--- src/verilog/dac_ctrl_defines.svh ---
// Purpose: Offsets, fields, reset values for the converter control block
// Assumes: Avalon-MM word addressing by byte address, 32-bit data
// Notes: Offset and field list below
`ifndef DAC_CTRL_DEFINES_SVH
`define DAC_CTRL_DEFINES_SVH

`define OFS_CONTROL 4'h0
`define OFS_HIGH 4'h4
`define OFS_LOW 4'h8
`define OFS_SHADOW 4'hc

`define BIT_EN 0
`define BIT_OE 1
`define BIT_LA 2
`define TS_LSB 4
`define BIT_ATE 7

`define RST_BYTE 8'h00
`define RST_VALUE 10'h000

`endif

--- src/verilog/dac_ctrl_pkg.sv ---
// Purpose: Types for the converter control block
// Assumes: Used with dac_ctrl_defines.svh
// Notes: Control byte layout as packed struct
package dac_ctrl_pkg;

	typedef struct packed {
		logic auto_trigger_enable;
		logic [2:0] trigger_source_select;
		logic rsvd;
		logic left_align_select;
		logic analog_pin_output_enable;
		logic converter_enable;
	} converter_control_t;

	typedef enum logic [1:0] {
		ARM_IDLE,
		ARM_LOW_SEEN
	} arm_state_t;

endpackage : dac_ctrl_pkg

--- src/verilog/dac_input_update_control.sv ---
// Purpose: Converter input registers, shadow update and trigger logic
// Assumes: Trigger flags come from logic on mclk
// Notes: Bus answers every access with one wait cycle
`include "dac_ctrl_defines.svh"
`timescale 1ns/1ps

module dac_input_update_control (
	input wire logic mclk,
	input wire logic rst,
	input wire logic [3:0] avs_address,
	input wire logic avs_read,
	input wire logic avs_write,
	input wire logic [31:0] avs_writedata,
	input wire logic [3:0] avs_byteenable,
	output logic [31:0] avs_readdata,
	output logic avs_waitrequest,
	input wire logic [7:0] trigger_flags,
	output logic [9:0] converter_value,
	output logic converter_enable,
	output logic analog_pin_output_enable
);

	// ****************************************
	// Decode helpers
	// ****************************************
	// Address match for one register offset
	function automatic logic reg_hit(
		input logic [3:0] addr,
		input logic [3:0] ofs
	);
		reg_hit = (addr == ofs);
	endfunction : reg_hit

	// Ten-bit value from the two input bytes
	function automatic logic [9:0] align_value(
		input logic [7:0] hi,
		input logic [7:0] lo,
		input logic left
	);
		if (left) begin
			align_value = {hi, lo[7:6]};
		end else begin
			align_value = {hi[1:0], lo};
		end
	endfunction : align_value

	// One flag picked by the select code
	function automatic logic pick_flag(
		input logic [7:0] flags,
		input logic [2:0] sel
	);
		unique case (sel)
			3'h0: pick_flag = flags[0];
			3'h1: pick_flag = flags[1];
			3'h2: pick_flag = flags[2];
			3'h3: pick_flag = flags[3];
			3'h4: pick_flag = flags[4];
			3'h5: pick_flag = flags[5];
			3'h6: pick_flag = flags[6];
			3'h7: pick_flag = flags[7];
		endcase
	endfunction : pick_flag

	// Read word for one register offset
	function automatic logic [31:0] read_word(
		input logic [3:0] addr,
		input logic [7:0] ctl,
		input logic [7:0] hi,
		input logic [7:0] lo,
		input logic [9:0] shadow
	);
		read_word = 32'h0000_0000;
		if (reg_hit(addr, `OFS_CONTROL)) begin
			read_word = {24'h00_0000, ctl};
		end else if (reg_hit(addr, `OFS_HIGH)) begin
			read_word = {24'h00_0000, hi};
		end else if (reg_hit(addr, `OFS_LOW)) begin
			read_word = {24'h00_0000, lo};
		end else if (reg_hit(addr, `OFS_SHADOW)) begin
			read_word = {22'h0, shadow};
		end
	endfunction : read_word

	// ****************************************
	// Bus slave
	// ****************************************
	logic ack_r;
	logic [31:0] rdata_r;
	logic wr_take;
	logic wr_ctl;
	logic wr_hi;
	logic wr_lo;
	dac_ctrl_pkg::converter_control_t ctl_r;
	dac_ctrl_pkg::converter_control_t ctl_nxt;
	logic [7:0] high_r;
	logic [7:0] high_nxt;
	logic [7:0] low_r;
	logic [7:0] low_nxt;
	logic [9:0] shadow_r;
	logic [9:0] shadow_nxt;
	dac_ctrl_pkg::arm_state_t arm_r;
	dac_ctrl_pkg::arm_state_t arm_nxt;
	logic pending_r;
	logic pending_nxt;
	logic [7:0] flags_q_r;
	logic [7:0] flags_prev_r;
	logic [7:0] flag_rise;
	logic trig_edge;
	logic [9:0] assembled;
	logic load_manual;
	logic load_auto;

	assign avs_waitrequest = (avs_read | avs_write) & ~ack_r;
	assign avs_readdata = rdata_r;

	// One wait cycle per access
	always_ff @(posedge mclk) begin
		if (rst) begin
			ack_r <= 1'b0;
		end else begin
			ack_r <= (avs_read | avs_write) & ~ack_r;
		end
	end

	assign wr_take = avs_write & ack_r & avs_byteenable[0];
	assign wr_ctl = wr_take & reg_hit(avs_address, `OFS_CONTROL);
	assign wr_hi = wr_take & reg_hit(avs_address, `OFS_HIGH);
	assign wr_lo = wr_take & reg_hit(avs_address, `OFS_LOW);

	always_ff @(posedge mclk) begin
		if (rst) begin
			rdata_r <= 32'h0000_0000;
		end else if (avs_read & ~ack_r) begin
			rdata_r <= read_word(avs_address, ctl_r, high_r, low_r, shadow_r);
		end
	end

	// ****************************************
	// Control register
	// ****************************************
	// Reserved bit three always reads zero
	always_comb begin
		ctl_nxt = ctl_r;
		if (wr_ctl) begin
			ctl_nxt.auto_trigger_enable = avs_writedata[`BIT_ATE];
			ctl_nxt.trigger_source_select = avs_writedata[`TS_LSB +: 3];
			ctl_nxt.rsvd = 1'b0;
			ctl_nxt.left_align_select = avs_writedata[`BIT_LA];
			ctl_nxt.analog_pin_output_enable = avs_writedata[`BIT_OE];
			ctl_nxt.converter_enable = avs_writedata[`BIT_EN];
		end
	end

	always_ff @(posedge mclk) begin
		if (rst) begin
			ctl_r <= `RST_BYTE;
		end else begin
			ctl_r <= ctl_nxt;
		end
	end

	// ****************************************
	// Input bytes
	// ****************************************
	always_comb begin
		high_nxt = high_r;
		if (wr_hi) begin
			high_nxt = avs_writedata[7:0];
		end
	end

	always_comb begin
		low_nxt = low_r;
		if (wr_lo) begin
			low_nxt = avs_writedata[7:0];
		end
	end

	always_ff @(posedge mclk) begin
		if (rst) begin
			high_r <= `RST_BYTE;
		end else begin
			high_r <= high_nxt;
		end
	end

	always_ff @(posedge mclk) begin
		if (rst) begin
			low_r <= `RST_BYTE;
		end else begin
			low_r <= low_nxt;
		end
	end

	// ****************************************
	// Trigger select and edge
	// ****************************************
	always_ff @(posedge mclk) begin
		if (rst) begin
			flags_q_r <= 8'h00;
			flags_prev_r <= 8'h00;
		end else begin
			flags_q_r <= trigger_flags;
			flags_prev_r <= flags_q_r;
		end
	end

	// Rising edge per flag, interrupt enables unused
	generate
		for (genvar gi = 0; gi < 8; gi++) begin : g_flag_rise
			assign flag_rise[gi] = flags_q_r[gi] & ~flags_prev_r[gi];
		end
	endgenerate

	assign trig_edge = pick_flag(flag_rise, ctl_r.trigger_source_select);

	// ****************************************
	// Arming
	// ****************************************
	always_comb begin
		arm_nxt = arm_r;
		unique case (arm_r)
			dac_ctrl_pkg::ARM_IDLE: begin
				if (wr_lo) begin
					arm_nxt = dac_ctrl_pkg::ARM_LOW_SEEN;
				end
			end
			dac_ctrl_pkg::ARM_LOW_SEEN: begin
				if (wr_hi) begin
					arm_nxt = dac_ctrl_pkg::ARM_IDLE;
				end
			end
			default: arm_nxt = dac_ctrl_pkg::ARM_IDLE;
		endcase
	end

	always_ff @(posedge mclk) begin
		if (rst) begin
			arm_r <= dac_ctrl_pkg::ARM_IDLE;
		end else begin
			arm_r <= arm_nxt;
		end
	end

	// ****************************************
	// Pending auto update
	// ****************************************
	always_comb begin
		pending_nxt = pending_r;
		if (wr_hi & ctl_r.auto_trigger_enable) begin
			pending_nxt = 1'b1;
		end else if (wr_lo) begin
			pending_nxt = 1'b0;
		end
	end

	always_ff @(posedge mclk) begin
		if (rst) begin
			pending_r <= 1'b0;
		end else begin
			pending_r <= pending_nxt;
		end
	end

	// ****************************************
	// Shadow update
	// ****************************************
	// Alignment read at load time only
	assign assembled = align_value(high_r, low_r, ctl_r.left_align_select);
	assign load_manual = ~ctl_r.auto_trigger_enable & wr_hi;
	// Auto load only when armed
	assign load_auto = ctl_r.auto_trigger_enable & trig_edge & pending_r
		& (arm_r == dac_ctrl_pkg::ARM_IDLE);

	always_comb begin
		shadow_nxt = shadow_r;
		if (load_manual) begin
			shadow_nxt = align_value(avs_writedata[7:0], low_r, ctl_r.left_align_select);
		end else if (load_auto) begin
			shadow_nxt = assembled;
		end
	end

	always_ff @(posedge mclk) begin
		if (rst) begin
			shadow_r <= `RST_VALUE;
		end else begin
			shadow_r <= shadow_nxt;
		end
	end

	// ****************************************
	// Outputs
	// ****************************************
	assign converter_value = shadow_r;
	assign converter_enable = ctl_r.converter_enable;
	assign analog_pin_output_enable = ctl_r.analog_pin_output_enable;

endmodule : dac_input_update_control

--- config.mk ---
export PLATFORM = sky130hd
export DESIGN_NAME = dac_input_update_control
export DESIGN_NICKNAME = d
export VERILOG_FILES = /design/src/verilog/dac_ctrl_pkg.sv /design/src/verilog/dac_input_update_control.sv
export VERILOG_INCLUDE_DIRS = /design/src /design/src/verilog
export SDC_FILE = /design/constraint.sdc
export NUM_CORES = 1
export LEC_CHECK = 0
export BUFFER_PORTS_ARGS = -buffer_cell sky130_fd_sc_hd__buf_2
export CORE_ASPECT_RATIO = 0.75
export CORE_MARGIN = 1
export CORE_UTILIZATION = 35
export DETAILED_ROUTE_END_ITERATION = 8
export PLACE_DENSITY_LB_ADDON = 0.3
export SYNTH_ARGS = -nofsm -noshare
export SYNTH_HDL_FRONTEND = slang
export SYNTH_SLANG_ARGS = --single-unit
--- constraint.sdc ---
create_clock -name mclk -period 1.7 [get_ports mclk]
set_input_delay 0.34 -clock mclk [delete_from_list [all_inputs] [get_ports mclk]]
set_output_delay 0.34 -clock mclk [all_outputs]
set_load 0.1 [all_outputs]
==> results.md, run 1 <==
* Register area share after synthesis at 0.424
* Design Power at 3.61 mW
* Slowest cell on crit path: dfxtp_2
* YS warnings at 0
* Place WS at -0.0892 ns
* Number of buffers created by CTS at 9
* 1st-iter DRT viols at about 110
* Worst reg2reg path startpoint: ack_r$_SDFF_PP0_
* Post-synthesis instance total at between 300 and 400
* Delay-heaviest family, CP: simple AND/OR/NAND/NOR gates
* Max Cap Viol at 0
* Number of I/O port buffers at 47
* Avg Vias per Cell at between 4 and 5
* Crit start category: flip-flop
* Placed inst area at roughly 0.0033 mm²
* Synthesized area at 0.00292 mm²
* Worst Path Arrival at 1.86 ns
* Final TNS setup at 0 ns
* VDD IR max at 0.000375 V
* Buf/Inv on CP at 1
* GRT Total Usage at 0.177
* Core area at between 0.007 and 0.008 mm²
* Fillers at roughly 790
* Final WL at around 7000 µm
* Min cycle time layout at around 1.6 ns
* Final Max Slew Viols at 0
* Gr ovfl total at 0
* RSZ-0062 raised after global routing: no
* Pwr Density at approximately 1000 mW/mm²
* Drt drc at 0
* Kind of critical path: reg -> reg
* First-pass iteration count of the detailed router at 4
* Pleak at 1.65 nW
* DR vias at 2318
* Die width at 108 µm
* Fin crit share at 0.955
* Fin. Hold Viols at 0
* Pin count of the biggest net entering global routing at 32
* Crit path cell chain: and3_4 > and4b_1 > a41o_1 > a21oi_1 > buf_4 > mux2_4
* Worst skew pair latency at between 0.3 and 0.4 ns
* Syn_area_per_cell at 9.46 µm²
* Yosys reg bits at 62
* Ports at 97
* Crit path from: ack_r$_SDFF_PP0_
* Max Freq at 616 MHz
* Cts hold-fix bufs at 0
* Yosys cell types at 42
* Fin util at 0.447
* Post-route cell area at about 0.0036 mm²
* Worst setup EP type: flip-flop
* DR WL/cell at between 10 and 15 µm
* Setup Skew at 0.00497 ns
* Share of layout cells above drive strength 1 at 0.275
* Die area at 0.00873 mm²
* HPWL Detailed at about 5100 µm
* Final GP Congestion at a little over 0.8
* Worst Hold Class: in -> reg
* Initial Util at 0.366
* Clk buf depth at 2
* Worst setup margin at 0.0763 ns
* Root Buffer: clkbuf_8
* Biggest fanout along the worst timing path at 5
* Relative slew slack at 0.614
* Clk sink count at 62
* Nets at ~420
* Vias in the first global route at 2191
* Crit path required time at just under 2 ns
* H-tree depth at 3
* Vert. Die Dim at between 80 and 90 µm
* Tightest Pin Transition at 0.579 ns
* CTS tree: built
* Hold path start: trigger_flags[5]
* Final setup vio count at 0
* Antenna Cells at 0
* Initial antenna violation count at 0
* Reg clk slew, reported paths at 0.07 ns
* First-pass GRT wire length at 11500 µm
* Slowest cell delay on critical path at between 0.3 and 0.4 ns
* Antenna-violating nets left at 0
* Syn-to-layout area delta at 22.0%
* Status: complete, no violations
* Site Rows at 28
-- sequential cells by signal, summed over array words and instances, names as in the netlist --
signal and count:
ack_r 1, analog_pin_output_enable 1, arm_r 1, avs_readdata 10, converter_enable 1, converter_value 10, ctl_r 5, flags_prev_r 8
flags_q_r 8, high_r 8, low_r 8, pending_r 1
-- final cells by class --
cell class,instances,area (µm²),area share
Clock buffer,9,124,0.0347
Clock inverter,7,121,0.0340
Inverter,4,15.0,0.00421
Multi-Input combinational cell,218,1470,0.412
Sequential cell,62,1250,0.350
Tap cell,105,131,0.0368
Timing Repair Buffer,75,458,0.128
-- placed cells by master (no fill, tap or decap), types with 2 or more instances in the layout --
cell type  netlist  routed
nand2_1          9       9
nand3_1          3       3
clkbuf_8         0       9
nor2_1          47      46
a311o_1          4       4
dfxtp_1         62      59
a21oi_1          6       6
mux2_1           8       8
nor3_1           8       8
nand2b_1        10      10
a211oi_1         2       2
mux2i_1         37      37
clkinv_4         0       2
buf_4           24      27
buf_2            4      47
conb_1           1      22
a211o_1          4       4
a221oi_1         7       7
nor2b_1         20      20
dfxtp_2          0       2
inv_1            4       4
bufinv_16        0       3
o21ai_0          4       4
mux2_4           2       2
a22o_1           8       8
-- worst paths after layout --
path	endpoint	slack, ns	depth (start not counted)
max reg2reg	converter_value[0]$_SDFFE_PP0P_	0.08	6
min reg2reg	flags_prev_r[1]$_SDFF_PP0_	0.44	2
max	converter_value[0]$_SDFFE_PP0P_	0.08	6
min	flags_q_r[5]$_SDFF_PP0_	0.20	2
-- where the power goes --
part	internal [mW]	switching [mW]	total (mW)
Sequential	1.48	0.0157	1.50
Clock	0.980	0.607	1.59
Combinational	0.0953	0.428	0.523
Total	2.56	1.05	3.61
-- metrics by stage --
step	std cells	hold WS, ns
floorplan	330	0.417
global placement	463	0.436
detailed placement	463	0.435
CTS	479	0.184
global route	480	0.191
finish	480	0.199
-- metal layers --
| metal | track usage | share of wire | wire length [µm] |
|---|---|---|---|
| met1 | 0.242 | 0.52 | 3630 |
| met2 | 0.263 | 0.41 | 2870 |
| met3 | 0.0570 | 0.054 | 376 |
| met4 | 0.0575 | 0.011 | 75 |
| met5 | 0 | 0 | 0 |
-- kinds of logic (layout without fill, tap and decap cells) --
| group | after synthesis | after routing | share of synthesized area |
|---|---|---|---|
| compound gates | 41 | 41 | 0.115 |
| buf+inv | 50 | 95 | 0.105 |
| flops | 62 | 62 | 0.424 |
| mux | 47 | 47 | 0.168 |
| other cells | 1 | 22 | 0.00128 |
| simple gates | 108 | 108 | 0.187 |
-- cell usage after synthesis --
library cell,count,area share
clkbuf_2,1,0.0017
mux2_1,8,0.031
and3_1,1,0.0021
nor2b_1,20,0.043
and2_1,1,0.0021
nand2b_1,10,0.021
a311o_1,4,0.014
a22o_1,8,0.024
and2b_1,1,0.0026
nor2_1,47,0.060
clkbuf_1,9,0.012
a311oi_1,1,0.0030
nor3_1,8,0.014
o311a_1,1,0.0034
nand3b_1,1,0.0026
conb_1,1,0.0013
nor4_2,1,0.0043
a211oi_1,2,0.0051
a21oi_1,6,0.010
o21ai_0,4,0.0068
nand2_1,9,0.012
nand3_1,3,0.0051
dfxtp_1,62,0.42
mux2i_1,37,0.13
nand4b_1,1,0.0030
a32o_1,1,0.0034
buf_2,4,0.0068
mux2_4,2,0.010
a41o_1,1,0.0034
and4b_1,1,0.0034
buf_6,3,0.012
nor3b_1,1,0.0026
a32oi_1,1,0.0030
and3_4,1,0.0039
a221oi_1,7,0.021
buf_1,5,0.0064
o32ai_2,1,0.0056
inv_1,4,0.0051
buf_4,24,0.062
nand3_2,1,0.0034
nand4_1,1,0.0021
a211o_1,4,0.012
-- what timing repair did --
action,CTS,global route
setup endpoints to repair,7,10
setup buffers,0,1
gates resized for setup,1,5
Note: power is estimated with default switching activity, not from simulation.
==> run 2, diff against run 1 <==
Settings changed: CORE_UTILIZATION 35 to 36.
==> run 2 against run 1 <==
  * Fmax fell by 0.24%
  * Utilization rose by 0.63 points
  * First-iteration DRC count rose by 14%
  * Sequential power barely moved
  * Global-route usage fell by 0.45 points
  * Clock-buffer cell count rose by 2
  * Clock skew rose by 0.0042 ns
  * Via count rose by 1.8%
  * Wire length fell by 2.5%
  * Final cell count rose by 0.21%
  * Critical path depth did not move
  * Power fell by 8.3%
==> results.md, run 2 (synthesized netlist as in run 1, its figures left out) <==
* Status: complete, no violations (unchanged)
* Pleak at 1.64 nW (was 1.65 nW)
* VDD IR max at 0.000440 V (was 0.000375 V)
* Max Cap Viol at 0 (unchanged)
* Share of layout cells above drive strength 1 at 0.277 (was 0.275)
* Fin crit share at 0.957 (was 0.955)
* Vias in the first global route at 2195 (was 2191)
* Final WL at 6780 µm (was 6950 µm)
* Crit path from: ack_r$_SDFF_PP0_ (unchanged)
* Die area at 0.00849 mm² (was 0.00873 mm²)
* First-pass iteration count of the detailed router at 5 (was 4)
* Highest-count cells in the layout ignoring fill and taps: dfxtp_1, buf_2, nor2_1, mux2i_1, buf_4 (unchanged)
* Antenna-violating nets left at 0 (unchanged)
* Placed Cells incl. Taps at 464 (was 463)
* Avg Vias per Cell at 4.90 (was 4.83)
* Worst setup margin at 0.0725 ns (was 0.0763 ns)
* Die width at 106 µm (was 108 µm)
* Kind of critical path: reg -> reg (unchanged)
* Crit path depth at 6 (unchanged)
* Clk sink count at 62 (unchanged)
* Worst Path Arrival at 1.85 ns (was 1.86 ns)
* Initial Util at 0.371 (was 0.366)
* Min cycle time layout at 1.63 ns (was 1.62 ns)
* Root Buffer: clkbuf_8 (unchanged)
* Fillers at 768 (was 792)
* Fin util at 0.453 (was 0.447)
* Delay-heaviest family, CP: flip-flops (was simple AND/OR/NAND/NOR gates)
* Max Freq at 614 MHz (was 616 MHz)
* Crit path to: converter_value[0]$_SDFFE_PP0P_ (unchanged)
* Slowest cell delay on critical path at 0.36 ns (was 0.34 ns)
* Biggest fanout along the worst timing path at 5 (unchanged)
* GRT Total Usage at 0.173 (was 0.177)
* Post-route cell area at 0.00357 mm² (about the same)
* Vert. Die Dim at 80.1 µm (was 81.2 µm)
* Placed inst area at 0.00333 mm² (was 0.00330 mm²)
* Buf/Inv on CP at 1 (unchanged)
* Number of buffers created by CTS at 9 (unchanged)
* DR WL/cell at 14.1 µm (was 14.5 µm)
* HPWL Detailed at 4880 µm (was 5050 µm)
* First-pass GRT wire length at 11100 µm (was 11500 µm)
* Pin count of the biggest net entering global routing at 29 (was 32)
* Pwr Density at 927 mW/mm² (was 1010 mW/mm²)
* Crit path cell chain: and3_4 > and4b_1 > a41o_1 > a21oi_2 > buf_6 > mux2_4 (was and3_4 > and4b_1 > a41o_1 > a21oi_1 > buf_4 > mux2_4)
* Drt drc at 0 (unchanged)
* Worst reg2reg path startpoint: ack_r$_SDFF_PP0_ (unchanged)
* Syn-to-layout area delta at 22.1% (was 22.0%)
* Gr ovfl total at 0 (unchanged)
* Initial antenna violation count at 0 (unchanged)
* Antenna Cells at 0 (unchanged)
* Crit start category: flip-flop (unchanged)
* Site Rows at 28 (unchanged)
* Final GP Congestion at 0.784 (was 0.806)
* CTS tree: built (unchanged)
* Ports at 97 (unchanged)
* Reg clk slew, reported paths at 0.07 ns (about the same)
* Place WS at -0.0729 ns (was -0.0892 ns)
* Worst Hold Class: in -> reg (unchanged)
* Worst skew pair latency at 0.34 ns (about the same)
* Worst hold margin at 0.207 ns (was 0.199 ns)
* Fin. Hold Viols at 0 (unchanged)
* Worst setup EP type: flip-flop (unchanged)
* Layout Cells excl Fill at 481 (was 480)
* Setup Skew at 0.00916 ns (was 0.00497 ns)
* Worst Reg2Reg Path Length in Cells at 6 (unchanged)
* Flop-to-flop setup slack at 0.07 ns (was 0.08 ns)
* Number of I/O port buffers at 47 (unchanged)
* Final setup vio count at 0 (unchanged)
* Crit path required time at 1.92 ns (was 1.93 ns)
* H-tree depth at 3 (unchanged)
* Final Max Slew Viols at 0 (unchanged)
* DR vias at 2359 (was 2318)
* 1st-iter DRT viols at 130 (was 114)
* Slowest cell on crit path: dfxtp_4 (was dfxtp_2)
* Nets at 423 (was 422)
* Crit Reg-Reg Endpoint: converter_value[0]$_SDFFE_PP0P_ (unchanged)
* RSZ-0062 raised after global routing: no (unchanged)
* Core area at 0.00788 mm² (was 0.00799 mm²)
* Clk buf depth at 2 (unchanged)
* Most common cell after layout, fill and taps aside: dfxtp_1 (unchanged)
[run 2: report_power, final]
group | total, mW | switching [mW] | leakage, nW | internal [mW]
Sequential | 1.50 | 0.0151 | 0.506 | 1.48
Combinational | 0.524 | 0.425 | 1.04 | 0.0985
Clock | 1.29 | 0.572 | 0.0955 | 0.717
Total | 3.31 | 1.01 | 1.64 | 2.30
[run 2: metal layers]
layer,vias to the layer above,wire (µm),track usage
met5,-,0,0
met4,0,44,0.0458
met3,8,358,0.0641
met2,82,2920,0.254
met1,1116,3460,0.236
li1,1153,-,-
[run 2: what timing repair did]
action | CTS | global route
pin swaps | 0 | 1
hold buffers | 0 | 0
endpoints found under the setup margin | 9 | 10
setup buffers | 0 | 1
resized for setup | 1 | 11
[run 2: layout make-up]
type	count	area [µm²]	share of cell area
Multi-Input combinational cell	218	1470	0.412
Clock buffer	11	141	0.0396
Tap cell	105	131	0.0368
Timing Repair Buffer	76	502	0.141
Inverter	4	15.0	0.00420
Clock inverter	5	58.8	0.0165
Sequential cell	62	1250	0.350
[run 2: how the worst min path moves through the flow]
stage / startpoint / to / cells after the start
detailed placement: flags_q_r[1]$_SDFF_PP0_ / flags_prev_r[1]$_SDFF_PP0_ / 2
global route: trigger_flags[1] / flags_q_r[1]$_SDFF_PP0_ / 2
CTS: trigger_flags[3] / flags_q_r[3]$_SDFF_PP0_ / 2
floorplan: flags_q_r[1]$_SDFF_PP0_ / flags_prev_r[1]$_SDFF_PP0_ / 2
finish: trigger_flags[2] / flags_q_r[2]$_SDFF_PP0_ / 2
global placement: flags_q_r[1]$_SDFF_PP0_ / flags_prev_r[1]$_SDFF_PP0_ / 2
[run 2: stage by stage]
step                power, mW  setup TNS, ns
finish                   3.31              0
global route             3.46              0
CTS                      3.34              0
global placement         2.05         -0.429
detailed placement       2.05         -0.497
floorplan                1.99              0
==> run 3, diff against run 2 <==
Settings changed: CORE_ASPECT_RATIO 0.75 to 1.1.
==> run 3 against run 2 <==
  * Die area barely moved
  * Via count fell by 1.6%
  * Clock-buffer cell count rose by 4
  * Power fell by 5.8%
  * Highest routed layer unchanged
  * Critical path depth fell by 1
==> results.md, run 3 (synthesized netlist as in run 1, its figures left out) <==
* Status: complete, no violations (unchanged)
* Clk buf depth at 2 (unchanged)
* Post-route cell area at 0.00351 mm² (was 0.00357 mm²)
* Pwr Density at 888 mW/mm² (was 927 mW/mm²)
* Multi-input logic area at 0.00148 mm² (was 0.00147 mm²)
* Ports at 97 (unchanged)
* Max Freq at 614 MHz (about the same)
* Crit start category: flip-flop (unchanged)
* Crit Reg-Reg Endpoint: converter_value[0]$_SDFFE_PP0P_ (unchanged)
* Die area at 0.00849 mm² (about the same)
* RSZ-0062 raised after global routing: no (unchanged)
* Final Max Slew Viols at 0 (unchanged)
* Worst Reg2Reg Path Length in Cells at 5 (was 6)
* Final setup vio count at 0 (unchanged)
* Setup Skew at 0.00906 ns (was 0.00916 ns)
* Fin crit share at 0.958 (was 0.957)
* Vias in the first global route at 2189 (was 2195)
* Fillers at 787 (was 768)
* Biggest fanout along the worst timing path at 5 (unchanged)
* DR WL/cell at 14.3 µm (was 14.1 µm)
* Worst Path Arrival at 1.86 ns (was 1.85 ns)
* Final WL at 6840 µm (was 6780 µm)
* Placed inst area at 0.00332 mm² (was 0.00333 mm²)
* GRT Total Usage at 0.174 (was 0.173)
* Pin count of the biggest net entering global routing at 73 (was 29)
* Core area at 0.00787 mm² (was 0.00788 mm²)
* Reg clk slew, reported paths at 0.06 ns (was 0.07 ns)
* Crit path cell chain: o311a_1 > o32ai_2 > a21oi_2 > buf_4 > mux2_4 (was and3_4 > and4b_1 > a41o_1 > a21oi_2 > buf_6 > mux2_4)
* Worst skew pair latency at 0.34 ns (about the same)
* First-pass iteration count of the detailed router at 4 (was 5)
* Cts hold-fix bufs at 0 (unchanged)
* Pleak at 1.61 nW (was 1.64 nW)
* HPWL Detailed at 4770 µm (was 4880 µm)
* Most common cell after layout, fill and taps aside: dfxtp_1 (unchanged)
* Final GP Congestion at 0.787 (was 0.784)
* Number of buffers created by CTS at 9 (unchanged)
* Max Cap Viol at 0 (unchanged)
* CTS tree: built (unchanged)
* Register area at 0.00124 mm² (was 0.00125 mm²)
* DR vias at 2322 (was 2359)
* Worst hold margin at 0.210 ns (was 0.207 ns)
* H-tree depth at 3 (unchanged)
* Highest-count cells in the layout ignoring fill and taps: dfxtp_1, buf_2, nor2_1, mux2i_1, conb_1 (was dfxtp_1, buf_2, nor2_1, mux2i_1, buf_4)
* Initial Util at 0.372 (was 0.371)
* Fin. Hold Viols at 0 (unchanged)
* Site Rows at 34 (was 28)
* Gr ovfl total at 0 (unchanged)
* Clk sink count at 62 (unchanged)
* First-pass GRT wire length at 10900 µm (was 11100 µm)
* Hold path start: trigger_flags[2] (unchanged)
* Slowest cell on crit path: o311a_1 (was dfxtp_4)
* Drt drc at 0 (unchanged)
* Worst Hold Class: in -> reg (unchanged)
* Worst reg2reg path startpoint: ctl_r[5]$_SDFFE_PP0P_ (was ack_r$_SDFF_PP0_)
* Kind of critical path: reg -> reg (unchanged)
* VDD IR max at 0.000356 V (was 0.000440 V)
* Worst setup EP type: flip-flop (unchanged)
* Slowest cell delay on critical path at 0.36 ns (about the same)
* Cells on Worst Hold Path at 2 (unchanged)
* Nets at 418 (was 423)
* Worst hold path endpoint: flags_q_r[2]$_SDFF_PP0_ (unchanged)
* Syn-to-layout area delta at 20.1% (was 22.1%)
* Avg Vias per Cell at 4.85 (was 4.90)
* Antenna Cells at 0 (unchanged)
* Root Buffer: clkbuf_8 (unchanged)
* Vert. Die Dim at 96.5 µm (was 80.1 µm)
* Crit path required time at 1.93 ns (was 1.92 ns)
* Share of layout cells above drive strength 1 at 0.259 (was 0.277)
* Antenna-violating nets left at 0 (unchanged)
* Min cycle time layout at 1.63 ns (about the same)
* Number of I/O port buffers at 47 (unchanged)
* Die width at 87.9 µm (was 106 µm)
* Initial antenna violation count at 0 (unchanged)
* 1st-iter DRT viols at 129 (was 130)
* Flop-to-flop setup slack at 0.07 ns (about the same)
==> run 3: power breakdown <==
part           leakage (nW)  total, mW  internal [mW]  switching (mW)
registers             0.506       1.50           1.49          0.0171
logic                  1.02      0.523         0.0965           0.427
clock network        0.0817       1.09          0.570           0.523
==> run 3: what timing repair did <==
action,CTS,global route
resized for setup,1,6
endpoints found under the setup margin,6,10
buffers inserted,0,1
pin swaps,1,1
==> run 3: layout make-up <==
cell class	count	share of cell area
clock inverter	1	0.00143
tap	108	0.0385
timing repair buffer	71	0.136
sequential	62	0.355
inverter	4	0.00428
multi-input combinational	218	0.421
clock buffer	15	0.0445
==> run 3: worst max-delay path by stage <==
stage | from | slack [ns] | to
4_1_cts | ctl_r[4]$_SDFFE_PP0P_ | 0.003 | converter_value[0]$_SDFFE_PP0P_
6_report | ctl_r[5]$_SDFFE_PP0P_ | 0.07 | converter_value[0]$_SDFFE_PP0P_
3_5_place_dp | avs_address[2] | -0.09 | converter_value[0]$_SDFFE_PP0P_
2_1_floorplan | converter_value[2]$_SDFFE_PP0P_ | 0.03 | avs_readdata[2]$_SDFFE_PP0P_
3_3_place_gp | avs_address[2] | -0.05 | converter_value[1]$_SDFFE_PP0P_
5_1_grt | ctl_r[4]$_SDFFE_PP0P_ | 0.009 | converter_value[1]$_SDFFE_PP0P_
==> run 3: critical path: cells and delay by family, from the launching register on <==
family / cells / cell delay [ns]
compound gates: 3 / 0.69
mux: 1 / 0.30
buf+inv: 1 / 0.17
flops: 1 / 0.35
==> run 3: metal layers <==
layer / global-route usage / vias to the layer above / share of wire
met5: 0 / - / 0
met4: 0.0615 / 0 / 0.014
met3: 0.0442 / 10 / 0.034
met2: 0.293 / 42 / 0.49
met1: 0.216 / 1130 / 0.46
li1: - / 1140 / -
==> run 3: stage by stage <==
stage	util	worst slack (ns)	power (mW)	setup TNS (ns)	instances
global route	0.446	0.00945	3.25	0	479
CTS	0.443	0.00292	3.15	0	478
global placement	0.422	-0.0528	2.05	-0.233	462
finish	0.446	0.0707	3.12	0	479
detailed placement	0.422	-0.0894	2.06	-0.499	462
floorplan	-	0.0311	1.99	0	330
